`config.mk`:
```
export PLATFORM = sky130hd
export DESIGN_NAME = dcs_drive_ctrl
export DESIGN_NICKNAME = d
export VERILOG_FILES = /design/src/shared/dcs_pkg.sv /design/src/rtl/dcs_cmd_decode.sv /design/src/rtl/dcs_drive_ctrl.sv
export SDC_FILE = /design/constraint.sdc
export NUM_CORES = 1
export LEC_CHECK = 0
export BUFFER_PORTS_ARGS = -buffer_cell sky130_fd_sc_hd__buf_2
export CAP_MARGIN = 30
export CORE_ASPECT_RATIO = 1.1
export CORE_MARGIN = 8
export CORE_UTILIZATION = 30
export DETAILED_ROUTE_END_ITERATION = 10
export GPL_TIMING_DRIVEN = 0
export PLACE_DENSITY = 0.53
export RECOVER_POWER = 100
export SLEW_MARGIN = 30
export SYNTH_ARGS = -nofsm -noshare
export SYNTH_HDL_FRONTEND = slang
export SYNTH_SLANG_ARGS = --single-unit
```
`constraint.sdc`:
```
create_clock -name clock -period 2.55 [get_ports clock]
set_input_delay 0.51 -clock clock [delete_from_list [all_inputs] [get_ports clock]]
set_output_delay 0.51 -clock clock [all_outputs]
set_load 0.01 [all_outputs]
```
`src/shared/dcs_pkg.sv`:
```
package dcs_pkg;
    localparam logic [15:0] OFS_LAST_ALARM = 16'h603F;
    localparam logic [15:0] OFS_CMD_WORD = 16'h6040;
    localparam logic [15:0] OFS_STATE_WORD = 16'h6041;
    localparam logic [15:0] RST_LAST_ALARM = 16'h0000;
    localparam logic [15:0] RST_CMD_WORD = 16'h0000;
    localparam int CB_SWITCH_ON = 0;
    localparam int CB_ENABLE_VOLT = 1;
    localparam int CB_QUICK_STOP = 2;
    localparam int CB_ENABLE_OP = 3;
    localparam int CB_NEW_SETPOINT = 4;
    localparam int CB_IMMEDIATE = 5;
    localparam int CB_RELATIVE = 6;
    localparam int CB_FAULT_RESET = 7;
    localparam int CB_HALT = 8;
    localparam int CB_CHANGE_ON_SP = 9;
    localparam int SB_VOLTAGE = 4;
    localparam int SB_QUICK_STOP = 5;
    localparam int SB_SW_ON_DIS = 6;
    localparam int SB_WARNING = 7;
    localparam int SB_REMOTE = 9;
    localparam int SB_TARGET = 10;
    localparam int SB_LIMIT = 11;
    localparam int SB_ATTAINED = 12;
    localparam int SB_HOME_ERR = 13;
    localparam int SB_ABS_VALID = 14;
    // Final reaction count; a fault reaction is shown this many cycles plus one before entering the fault state.
    localparam logic [7:0] FAULT_REACT_CYCLES = 8'h04;

    typedef enum logic [3:0] {
        ST_NOT_READY = 4'b0000,
        ST_SW_ON_DIS = 4'b0001,
        ST_READY = 4'b0010,
        ST_SWITCHED_ON = 4'b0011,
        ST_OP_ENABLED = 4'b0100,
        ST_QSTOP = 4'b0101,
        ST_FAULT_REACT = 4'b0110,
        ST_FAULT = 4'b0111
    } dcs_state_t;

    typedef enum logic [1:0] {
        MODE_PROFILE_POSITION = 2'b00,
        MODE_PROFILE_VELOCITY = 2'b01,
        MODE_PROFILE_TORQUE = 2'b10,
        MODE_HOMING_MODE = 2'b11
    } dcs_mode_t;

    typedef enum logic [1:0] {
        CMD_NONE = 2'b00,
        CMD_SHUTDOWN = 2'b01,
        CMD_SWITCH_ON = 2'b10,
        CMD_ENABLE_OP = 2'b11
    } dcs_cmd_t;
endpackage

```
`src/rtl/dcs_cmd_decode.sv`:
```
`timescale 1ns/100ps
module dcs_cmd_decode
    import dcs_pkg::*;
(
    // Raw control bits.
    input wire logic [3:0] cmdBits,
    // Decoded commands.
    output logic disableVolt,
    output logic quickStop,
    output dcs_cmd_t cmd
);
    always_comb begin
        disableVolt = 1'b0;
        quickStop = 1'b0;
        cmd = CMD_NONE;
        if (!cmdBits[CB_ENABLE_VOLT]) begin
            disableVolt = 1'b1;
        end else if (!cmdBits[CB_QUICK_STOP]) begin
            quickStop = 1'b1;
        end else if (!cmdBits[CB_SWITCH_ON]) begin
            cmd = CMD_SHUTDOWN;
        end else if (!cmdBits[CB_ENABLE_OP]) begin
            cmd = CMD_SWITCH_ON;
        end else begin
            cmd = CMD_ENABLE_OP;
        end
    end
endmodule

```
`src/rtl/dcs_drive_ctrl.sv`:
```
`timescale 1ns/100ps
module dcs_drive_ctrl
    import dcs_pkg::*;
(
    // Clock and reset.
    input wire logic clock,
    input wire logic rstn,
    // Object access from the process data path.
    input wire logic wrEn,
    input wire logic [15:0] wrIndex,
    input wire logic [15:0] wrData,
    input wire logic [15:0] rdIndex,
    output logic [15:0] rdData,
    // Drive conditions, synchronous to clock.
    input wire dcs_mode_t opMode,
    input wire logic [1:0] haltOption,
    input wire logic mainPower,
    input wire logic initDone,
    input wire logic alarmEvent,
    input wire logic [15:0] alarmCode,
    input wire logic encoderAlarm,
    input wire logic warnEvent,
    input wire logic remoteCtrl,
    input wire logic limitActive,
    input wire logic motionDone,
    input wire logic atProfilePos,
    input wire logic motorStopped,
    input wire logic homingFound,
    input wire logic homingFail,
    // Motion commands.
    output logic driveEnable,
    output logic powerEnable,
    output logic quickStopRun,
    output logic haltRun,
    output logic [1:0] haltMode,
    output logic setpointLoad,
    output logic setpointRelative,
    output logic homingRun,
    output logic faultCleared,
    // Registered words.
    output logic [15:0] commandWord,
    output logic [15:0] stateWord,
    output logic [15:0] lastAlarm
);
    typedef struct packed {
        logic [15:0] cmd;
        logic [15:0] cmdPrev;
        logic [15:0] alarm;
        logic [15:0] status;
        dcs_state_t state;
        logic [7:0] reactCnt;
        logic alarmActive;
        logic warning;
        logic spPending;
        logic spWaitProfile;
        logic spLoad;
        logic spRel;
        logic homeDone;
        logic homeErr;
        logic homeStarted;
        logic clrPulse;
    } dcs_regs_t;

    dcs_regs_t r_ff;
    dcs_regs_t nxt_r;
    logic disableVolt;
    logic quickStopCmd;
    dcs_cmd_t decCmd;
    logic bit4Rise;
    logic faultRise;
    logic halt;
    logic [2:0] homeCode;

    dcs_cmd_decode uDecode (
        .cmdBits(r_ff.cmd[3:0]),
        .disableVolt(disableVolt),
        .quickStop(quickStopCmd),
        .cmd(decCmd)
    );

    assign bit4Rise = r_ff.cmd[CB_NEW_SETPOINT]
        & ~r_ff.cmdPrev[CB_NEW_SETPOINT];
    assign faultRise = r_ff.cmd[CB_FAULT_RESET]
        & ~r_ff.cmdPrev[CB_FAULT_RESET];
    assign halt = r_ff.cmd[CB_HALT];

    function automatic logic [6:0] state_bits(input dcs_state_t s);
        // Returns status bits 6..0 with bit 4 left clear.
        case (s)
            ST_NOT_READY: state_bits = 7'b000_0000;
            ST_SW_ON_DIS: state_bits = 7'b100_0000;
            ST_READY: state_bits = 7'b010_0001;
            ST_SWITCHED_ON: state_bits = 7'b010_0011;
            ST_OP_ENABLED: state_bits = 7'b010_0111;
            ST_QSTOP: state_bits = 7'b000_0111;
            ST_FAULT_REACT: state_bits = 7'b000_1111;
            ST_FAULT: state_bits = 7'b000_1000;
            default: state_bits = 7'b000_0000;
        endcase
    endfunction

    always_comb begin
        nxt_r = r_ff;
        nxt_r.spLoad = 1'b0;
        nxt_r.clrPulse = 1'b0;
        nxt_r.cmdPrev = r_ff.cmd;
        if (wrEn && wrIndex == OFS_CMD_WORD) begin
            nxt_r.cmd = wrData;
        end
        if (alarmEvent) begin
            nxt_r.alarm = alarmCode;
            nxt_r.alarmActive = 1'b1;
        end else if (faultRise) begin
            nxt_r.alarmActive = 1'b0;
            nxt_r.clrPulse = 1'b1;
        end
        if (warnEvent) begin
            nxt_r.warning = 1'b1;
        end else if (faultRise) begin
            nxt_r.warning = 1'b0;
        end

        case (r_ff.state)
            ST_NOT_READY: begin
                if (initDone) begin
                    nxt_r.state = ST_SW_ON_DIS;
                end
            end
            ST_SW_ON_DIS: begin
                if (decCmd == CMD_SHUTDOWN) begin
                    nxt_r.state = ST_READY;
                end
            end
            ST_READY: begin
                if (disableVolt || quickStopCmd) begin
                    nxt_r.state = ST_SW_ON_DIS;
                end else if (decCmd == CMD_SWITCH_ON) begin
                    nxt_r.state = ST_SWITCHED_ON;
                end else if (decCmd == CMD_ENABLE_OP) begin
                    nxt_r.state = ST_OP_ENABLED;
                end
            end
            ST_SWITCHED_ON: begin
                if (disableVolt || quickStopCmd) begin
                    nxt_r.state = ST_SW_ON_DIS;
                end else if (decCmd == CMD_SHUTDOWN) begin
                    nxt_r.state = ST_READY;
                end else if (decCmd == CMD_ENABLE_OP) begin
                    nxt_r.state = ST_OP_ENABLED;
                end
            end
            ST_OP_ENABLED: begin
                if (disableVolt) begin
                    nxt_r.state = ST_SW_ON_DIS;
                end else if (quickStopCmd) begin
                    nxt_r.state = ST_QSTOP;
                end else if (decCmd == CMD_SHUTDOWN) begin
                    nxt_r.state = ST_READY;
                end else if (decCmd == CMD_SWITCH_ON) begin
                    nxt_r.state = ST_SWITCHED_ON;
                end
            end
            ST_QSTOP: begin
                if (disableVolt || motorStopped) begin
                    nxt_r.state = ST_SW_ON_DIS;
                end
            end
            ST_FAULT_REACT: begin
                if (r_ff.reactCnt == FAULT_REACT_CYCLES) begin
                    nxt_r.state = ST_FAULT;
                end else begin
                    nxt_r.reactCnt = r_ff.reactCnt + 8'h01;
                end
            end
            ST_FAULT: begin
                if (faultRise && !alarmEvent) begin
                    nxt_r.state = ST_SW_ON_DIS;
                end
            end
            default: nxt_r.state = ST_NOT_READY;
        endcase
        if (alarmEvent && r_ff.state != ST_FAULT
            && r_ff.state != ST_FAULT_REACT) begin
            nxt_r.state = ST_FAULT_REACT;
            nxt_r.reactCnt = 8'h00;
        end

        if (opMode == MODE_PROFILE_POSITION
            && r_ff.state == ST_OP_ENABLED) begin
            nxt_r.spRel = r_ff.cmd[CB_RELATIVE];
            if (bit4Rise && r_ff.cmd[CB_IMMEDIATE]) begin
                nxt_r.spLoad = 1'b1;
                nxt_r.spPending = 1'b0;
            end else if (bit4Rise) begin
                nxt_r.spPending = 1'b1;
                nxt_r.spWaitProfile = r_ff.cmd[CB_CHANGE_ON_SP];
            end else if (r_ff.spPending && !halt
                && (r_ff.spWaitProfile ? atProfilePos : motionDone)) begin
                nxt_r.spLoad = 1'b1;
                nxt_r.spPending = 1'b0;
            end
        end else begin
            nxt_r.spPending = 1'b0;
        end

        if (opMode == MODE_HOMING_MODE) begin
            if (bit4Rise) begin
                nxt_r.homeStarted = 1'b1;
                nxt_r.homeDone = 1'b0;
                nxt_r.homeErr = 1'b0;
            end else if (!r_ff.cmd[CB_NEW_SETPOINT]) begin
                nxt_r.homeStarted = 1'b0;
            end
            if (r_ff.homeStarted && homingFail) begin
                nxt_r.homeErr = 1'b1;
            end else if (r_ff.homeStarted && homingFound) begin
                nxt_r.homeDone = 1'b1;
            end
        end
        if (encoderAlarm) begin
            nxt_r.homeDone = 1'b0;
        end

        homeCode = 3'b000;
        if (opMode == MODE_HOMING_MODE) begin
            if (nxt_r.homeErr) begin
                homeCode = {1'b1, 1'b0, motorStopped};
            end else if (nxt_r.homeDone) begin
                homeCode = 3'b011;
            end else if (!nxt_r.homeStarted || halt) begin
                homeCode = 3'b001;
            end
        end else begin
            homeCode = {1'b0, 1'b0, motionDone};
        end

        nxt_r.status = 16'h0000;
        nxt_r.status[6:0] = state_bits(nxt_r.state);
        nxt_r.status[SB_VOLTAGE] = mainPower;
        nxt_r.status[SB_WARNING] = nxt_r.warning;
        nxt_r.status[SB_REMOTE] = remoteCtrl;
        nxt_r.status[SB_LIMIT] = limitActive;
        nxt_r.status[SB_HOME_ERR] = homeCode[2];
        nxt_r.status[SB_ATTAINED] = homeCode[1];
        nxt_r.status[SB_TARGET] = homeCode[0];
        nxt_r.status[SB_ABS_VALID] = nxt_r.homeDone && !encoderAlarm;
    end

    always_ff @(posedge clock) begin
        if (!rstn) begin
            r_ff <= '0;
            r_ff.cmd <= RST_CMD_WORD;
            r_ff.alarm <= RST_LAST_ALARM;
            r_ff.state <= ST_NOT_READY;
        end else begin
            r_ff <= nxt_r;
        end
    end

    always_comb begin
        case (rdIndex)
            OFS_LAST_ALARM: rdData = r_ff.alarm;
            OFS_CMD_WORD: rdData = r_ff.cmd;
            OFS_STATE_WORD: rdData = r_ff.status;
            default: rdData = 16'h0000;
        endcase
    end

    assign powerEnable = r_ff.state == ST_SWITCHED_ON
        || r_ff.state == ST_OP_ENABLED || r_ff.state == ST_QSTOP;
    assign driveEnable = r_ff.state == ST_OP_ENABLED;
    assign quickStopRun = r_ff.state == ST_QSTOP;
    assign haltRun = driveEnable && halt;
    assign haltMode = haltOption;
    assign setpointLoad = r_ff.spLoad;
    assign setpointRelative = r_ff.spRel;
    assign homingRun = driveEnable && opMode == MODE_HOMING_MODE
        && r_ff.homeStarted && !halt && !r_ff.homeDone && !r_ff.homeErr;
    assign faultCleared = r_ff.clrPulse;
    assign commandWord = r_ff.cmd;
    assign stateWord = r_ff.status;
    assign lastAlarm = r_ff.alarm;
endmodule

```
==> results.json <==
{
  "status": "completed",
  "overflow": 0,
  "crit_fanout": 5,
  "htree_levels": 3,
  "p_clk_frac": 0.473,
  "cts_tree": "yes",
  "critPathKind": "in -> out",
  "crit_arrival_ns": 1.94,
  "cts-root-buf": "clkbuf_16",
  "wl_per_cell_um": 16.1,
  "synth_cells": 400,
  "post-synth-top-area-cell": "dfxtp_1",
  "fmax_ghz": 0.408,
  "swShare": 0.231,
  "final_cell_mix": "103 x buf_2, 67 x dfxtp_1, 61 x clkbuf_1",
  "pwr-share-seq": 0.421,
  "path_cells": "buf_2 -> nor4b_2 -> nand4b_1 -> clkbuf_1 -> nor3_4 -> buf_4 -> buf_6 -> nand2_1 -> o21ai_2 -> buf_2",
  "net-switching-power_mw": 0.601,
  "drtIter0Drc": 137,
  "rows": 42,
  "routed_wl_um": 11700,
  "tns_ns": 0,
  "slowest_delay_ns": 0.25,
  "synthesis.area_um2": 3670,
  "path_clk_slew_ns": 0.06,
  "fp.dieArea_um2": 16000,
  "synth_edf_count": 0,
  "synth_top_area_share": 0.366,
  "cp-start-kind": "input pin",
  "hold_class": "in -> reg",
  "cts_max_path_buffers": 2,
  "period_needed_ns": 2.45,
  "synthArstFlopShare": 0,
  "final_common_cell": "buf_2",
  "relSlewSlack": 0.339,
  "core_um2": 12000,
  "gp_congestion": 0.853,
  "synth_seq_cells": 67,
  "vias_per_cell": 4.57,
  "worst_pin_slew_ns": 0.987,
  "r2r_start": "r_ff[20]",
  "path_depth": 10,
  "final.fill_count": 1310,
  "period_share": 0.961,
  "die_h_um": 132,
  "ios": 157,
  "io_buffers": 150,
  "leakage_nw": 2.10,
  "clk-insertion-delay-late_ns": 0.32,
  "end_kind": "output port",
  "power_density_nw_per_um2": 533,
  "cts_made_buffers": 9,
  "peakVddDrop_v": 0.000345,
  "yosysUniqueCellTypes": 61,
  "synth_warnings": 0,
  "antenna_cells": 0,
  "ys.flop_type": "dfxtp_1",
  "grt_pass1_wl_um": 17900,
  "grt_usage": 0.142,
  "grt_max_degree": 12,
  "grt_pass1_vias": 3388,
  "reg2reg_to": "setpointRelative",
  "dr_total_vias": 3316,
  "post-place-cells": 706,
  "startpoint": "rdIndex[11]",
  "maxCapViolCount": 0,
  "crit_top_cell": "buf_2",
  "ant_nets": 0,
  "crit_required_ns": 2.04,
  "remaining_drc_errors": 0,
  "hold_end": "stateWord[12]",
  "fin_skew_ns": 0.00540,
  "worst-r2r-cell-count": 5,
  "internal_power_mw": 2.00,
  "p_comb_frac": 0.106,
  "reg2reg_slack_ns": 0.31,
  "rsz0062_at_grt": "false",
  "start_util": 0.306,
  "antenna_found_initial": 0,
  "maxSlewViolCount": 0,
  "synth.area.top_cells": "dfxtp_1 37%, mux2i_1 13%, buf_4 10%, nor2b_1 6.3%, nand2_1 3.2%",
  "nets": 652,
  "crit_family": "buffers and inverters",
  "clkSinkCount": 67,
  "setup_viol": 0,
  "hold_violations": 0,
  "syn2layout_area_growth_pct": 33.2,
  "hold_path_depth": 2,
  "slowest_stage": "nor4b_2",
  "first_pass_iters": 4,
  "yosysSeqAreaShare": 0.366,
  "fin_cells": 726,
  "hpwl_um": 9180,
  "avgSynthCellArea_um2": 9.17,
  "cts_hold_buf": 0,
  "drive_gt1_frac": 0.332,
  "cp_num_buf_inv": 5,
  "hold_path.startpoint": "encoderAlarm",
  "die_x_um": 121
}
==> how the worst max path moves through the flow <==
| stage | endpoint | slack [ns] |
|---|---|---|
| after CTS | rdData[2] | 0.003 |
| after global routing | rdData[2] | 0.008 |
| final | rdData[2] | 0.1 |
| after detailed placement | rdData[2] | -0.27 |
| after floorplan | rdData[0] | 0.33 |
| after global placement | rdData[2] | -0.27 |
==> per-layer routing <==
| metal | global-route usage | vias up | wire length (um) |
|---|---|---|---|
| met4 | 0.0494 | 0 | 198 |
| met2 | 0.241 | 110 | 5610 |
| met3 | 0.0343 | 17 | 810 |
| met5 | 0 | - | 0 |
| li1 | - | 1674 | - |
| met1 | 0.168 | 1515 | 5110 |
==> Yosys cell counts, types with 5 or more instances <==
| library cell | count |
|---|---|
| nand2_1 | 31 |
| clkbuf_1 | 8 |
| o21ai_0 | 17 |
| buf_2 | 6 |
| mux2i_1 | 48 |
| buf_4 | 51 |
| and2_1 | 10 |
| nand4_1 | 7 |
| nor2_1 | 21 |
| nand3b_1 | 5 |
| nor2b_1 | 37 |
| a21oi_1 | 6 |
| a21boi_0 | 6 |
| inv_1 | 6 |
| xor2_1 | 5 |
| dfxtp_1 | 67 |
==> what timing repair did <==
action                                  in CTS  in global routing
setup buffers                                1                  2
pin swaps                                    2                  2
hold endpoints to repair                     0                  0
endpoints found under the setup margin      10                 10
cloned                                       0                  1
gates resized for setup                      8                  5
==> final cells by class <==
| class | instances | area [um2] | area share |
|---|---|---|---|
| Inverter | 6 | 22.5 | 0.00461 |
| Tap cell | 154 | 193 | 0.0394 |
| Buffer | 67 | 472 | 0.0965 |
| Clock inverter | 4 | 50.0 | 0.0102 |
| Clock buffer | 12 | 246 | 0.0504 |
| Multi-Input combinational cell | 262 | 1850 | 0.378 |
| Timing Repair Buffer | 154 | 714 | 0.146 |
| Sequential cell | 67 | 1340 | 0.275 |
==> cell families after synthesis <==
kind of cell    after synthesis  share of synthesized area
simple gates                151                      0.247
buf+inv                      73                      0.135
flops                        67                      0.366
compound gates               50                     0.0938
mux                          49                      0.134
xor+xnor                      7                     0.0167
fa+ha+maj                     2                    0.00682
other cells                   1                    0.00102
==> stage by stage <==
| stage | setup slack [ns] | hold WS (ns) | total power, mW | cell area, um2 | utilization |
|---|---|---|---|---|---|
| floorplan | 0.331 | 0.446 | 1.27 | 3680 | - |
| global placement | -0.269 | 0.466 | 1.40 | 4620 | 0.386 |
| detailed placement | -0.269 | 0.478 | 1.40 | 4620 | 0.386 |
| CTS | 0.00281 | 0.371 | 2.65 | 4950 | 0.413 |
| global route | 0.00822 | 0.374 | 2.71 | 4890 | 0.408 |
| finish | 0.0999 | 0.389 | 2.60 | 4890 | 0.408 |
==> flip-flops by register name (all words and copies together) (netlist names) <==
register,flops
r_ff,18
commandWord,16
lastAlarm,16
stateWord,14
faultCleared,1
setpointLoad,1
setpointRelative,1
==> power by group through the flow <==
stage / Sequential [mW] / Clock (mW) / Combinational [mW]
finish: 1.10 / 1.23 / 0.276
detailed placement: 1.12 / 0 / 0.286
CTS: 1.10 / 1.27 / 0.289
floorplan: 1.11 / 0 / 0.161
global route: 1.10 / 1.31 / 0.303
global placement: 1.12 / 0 / 0.284
Power figures use the tool's default switching activity.
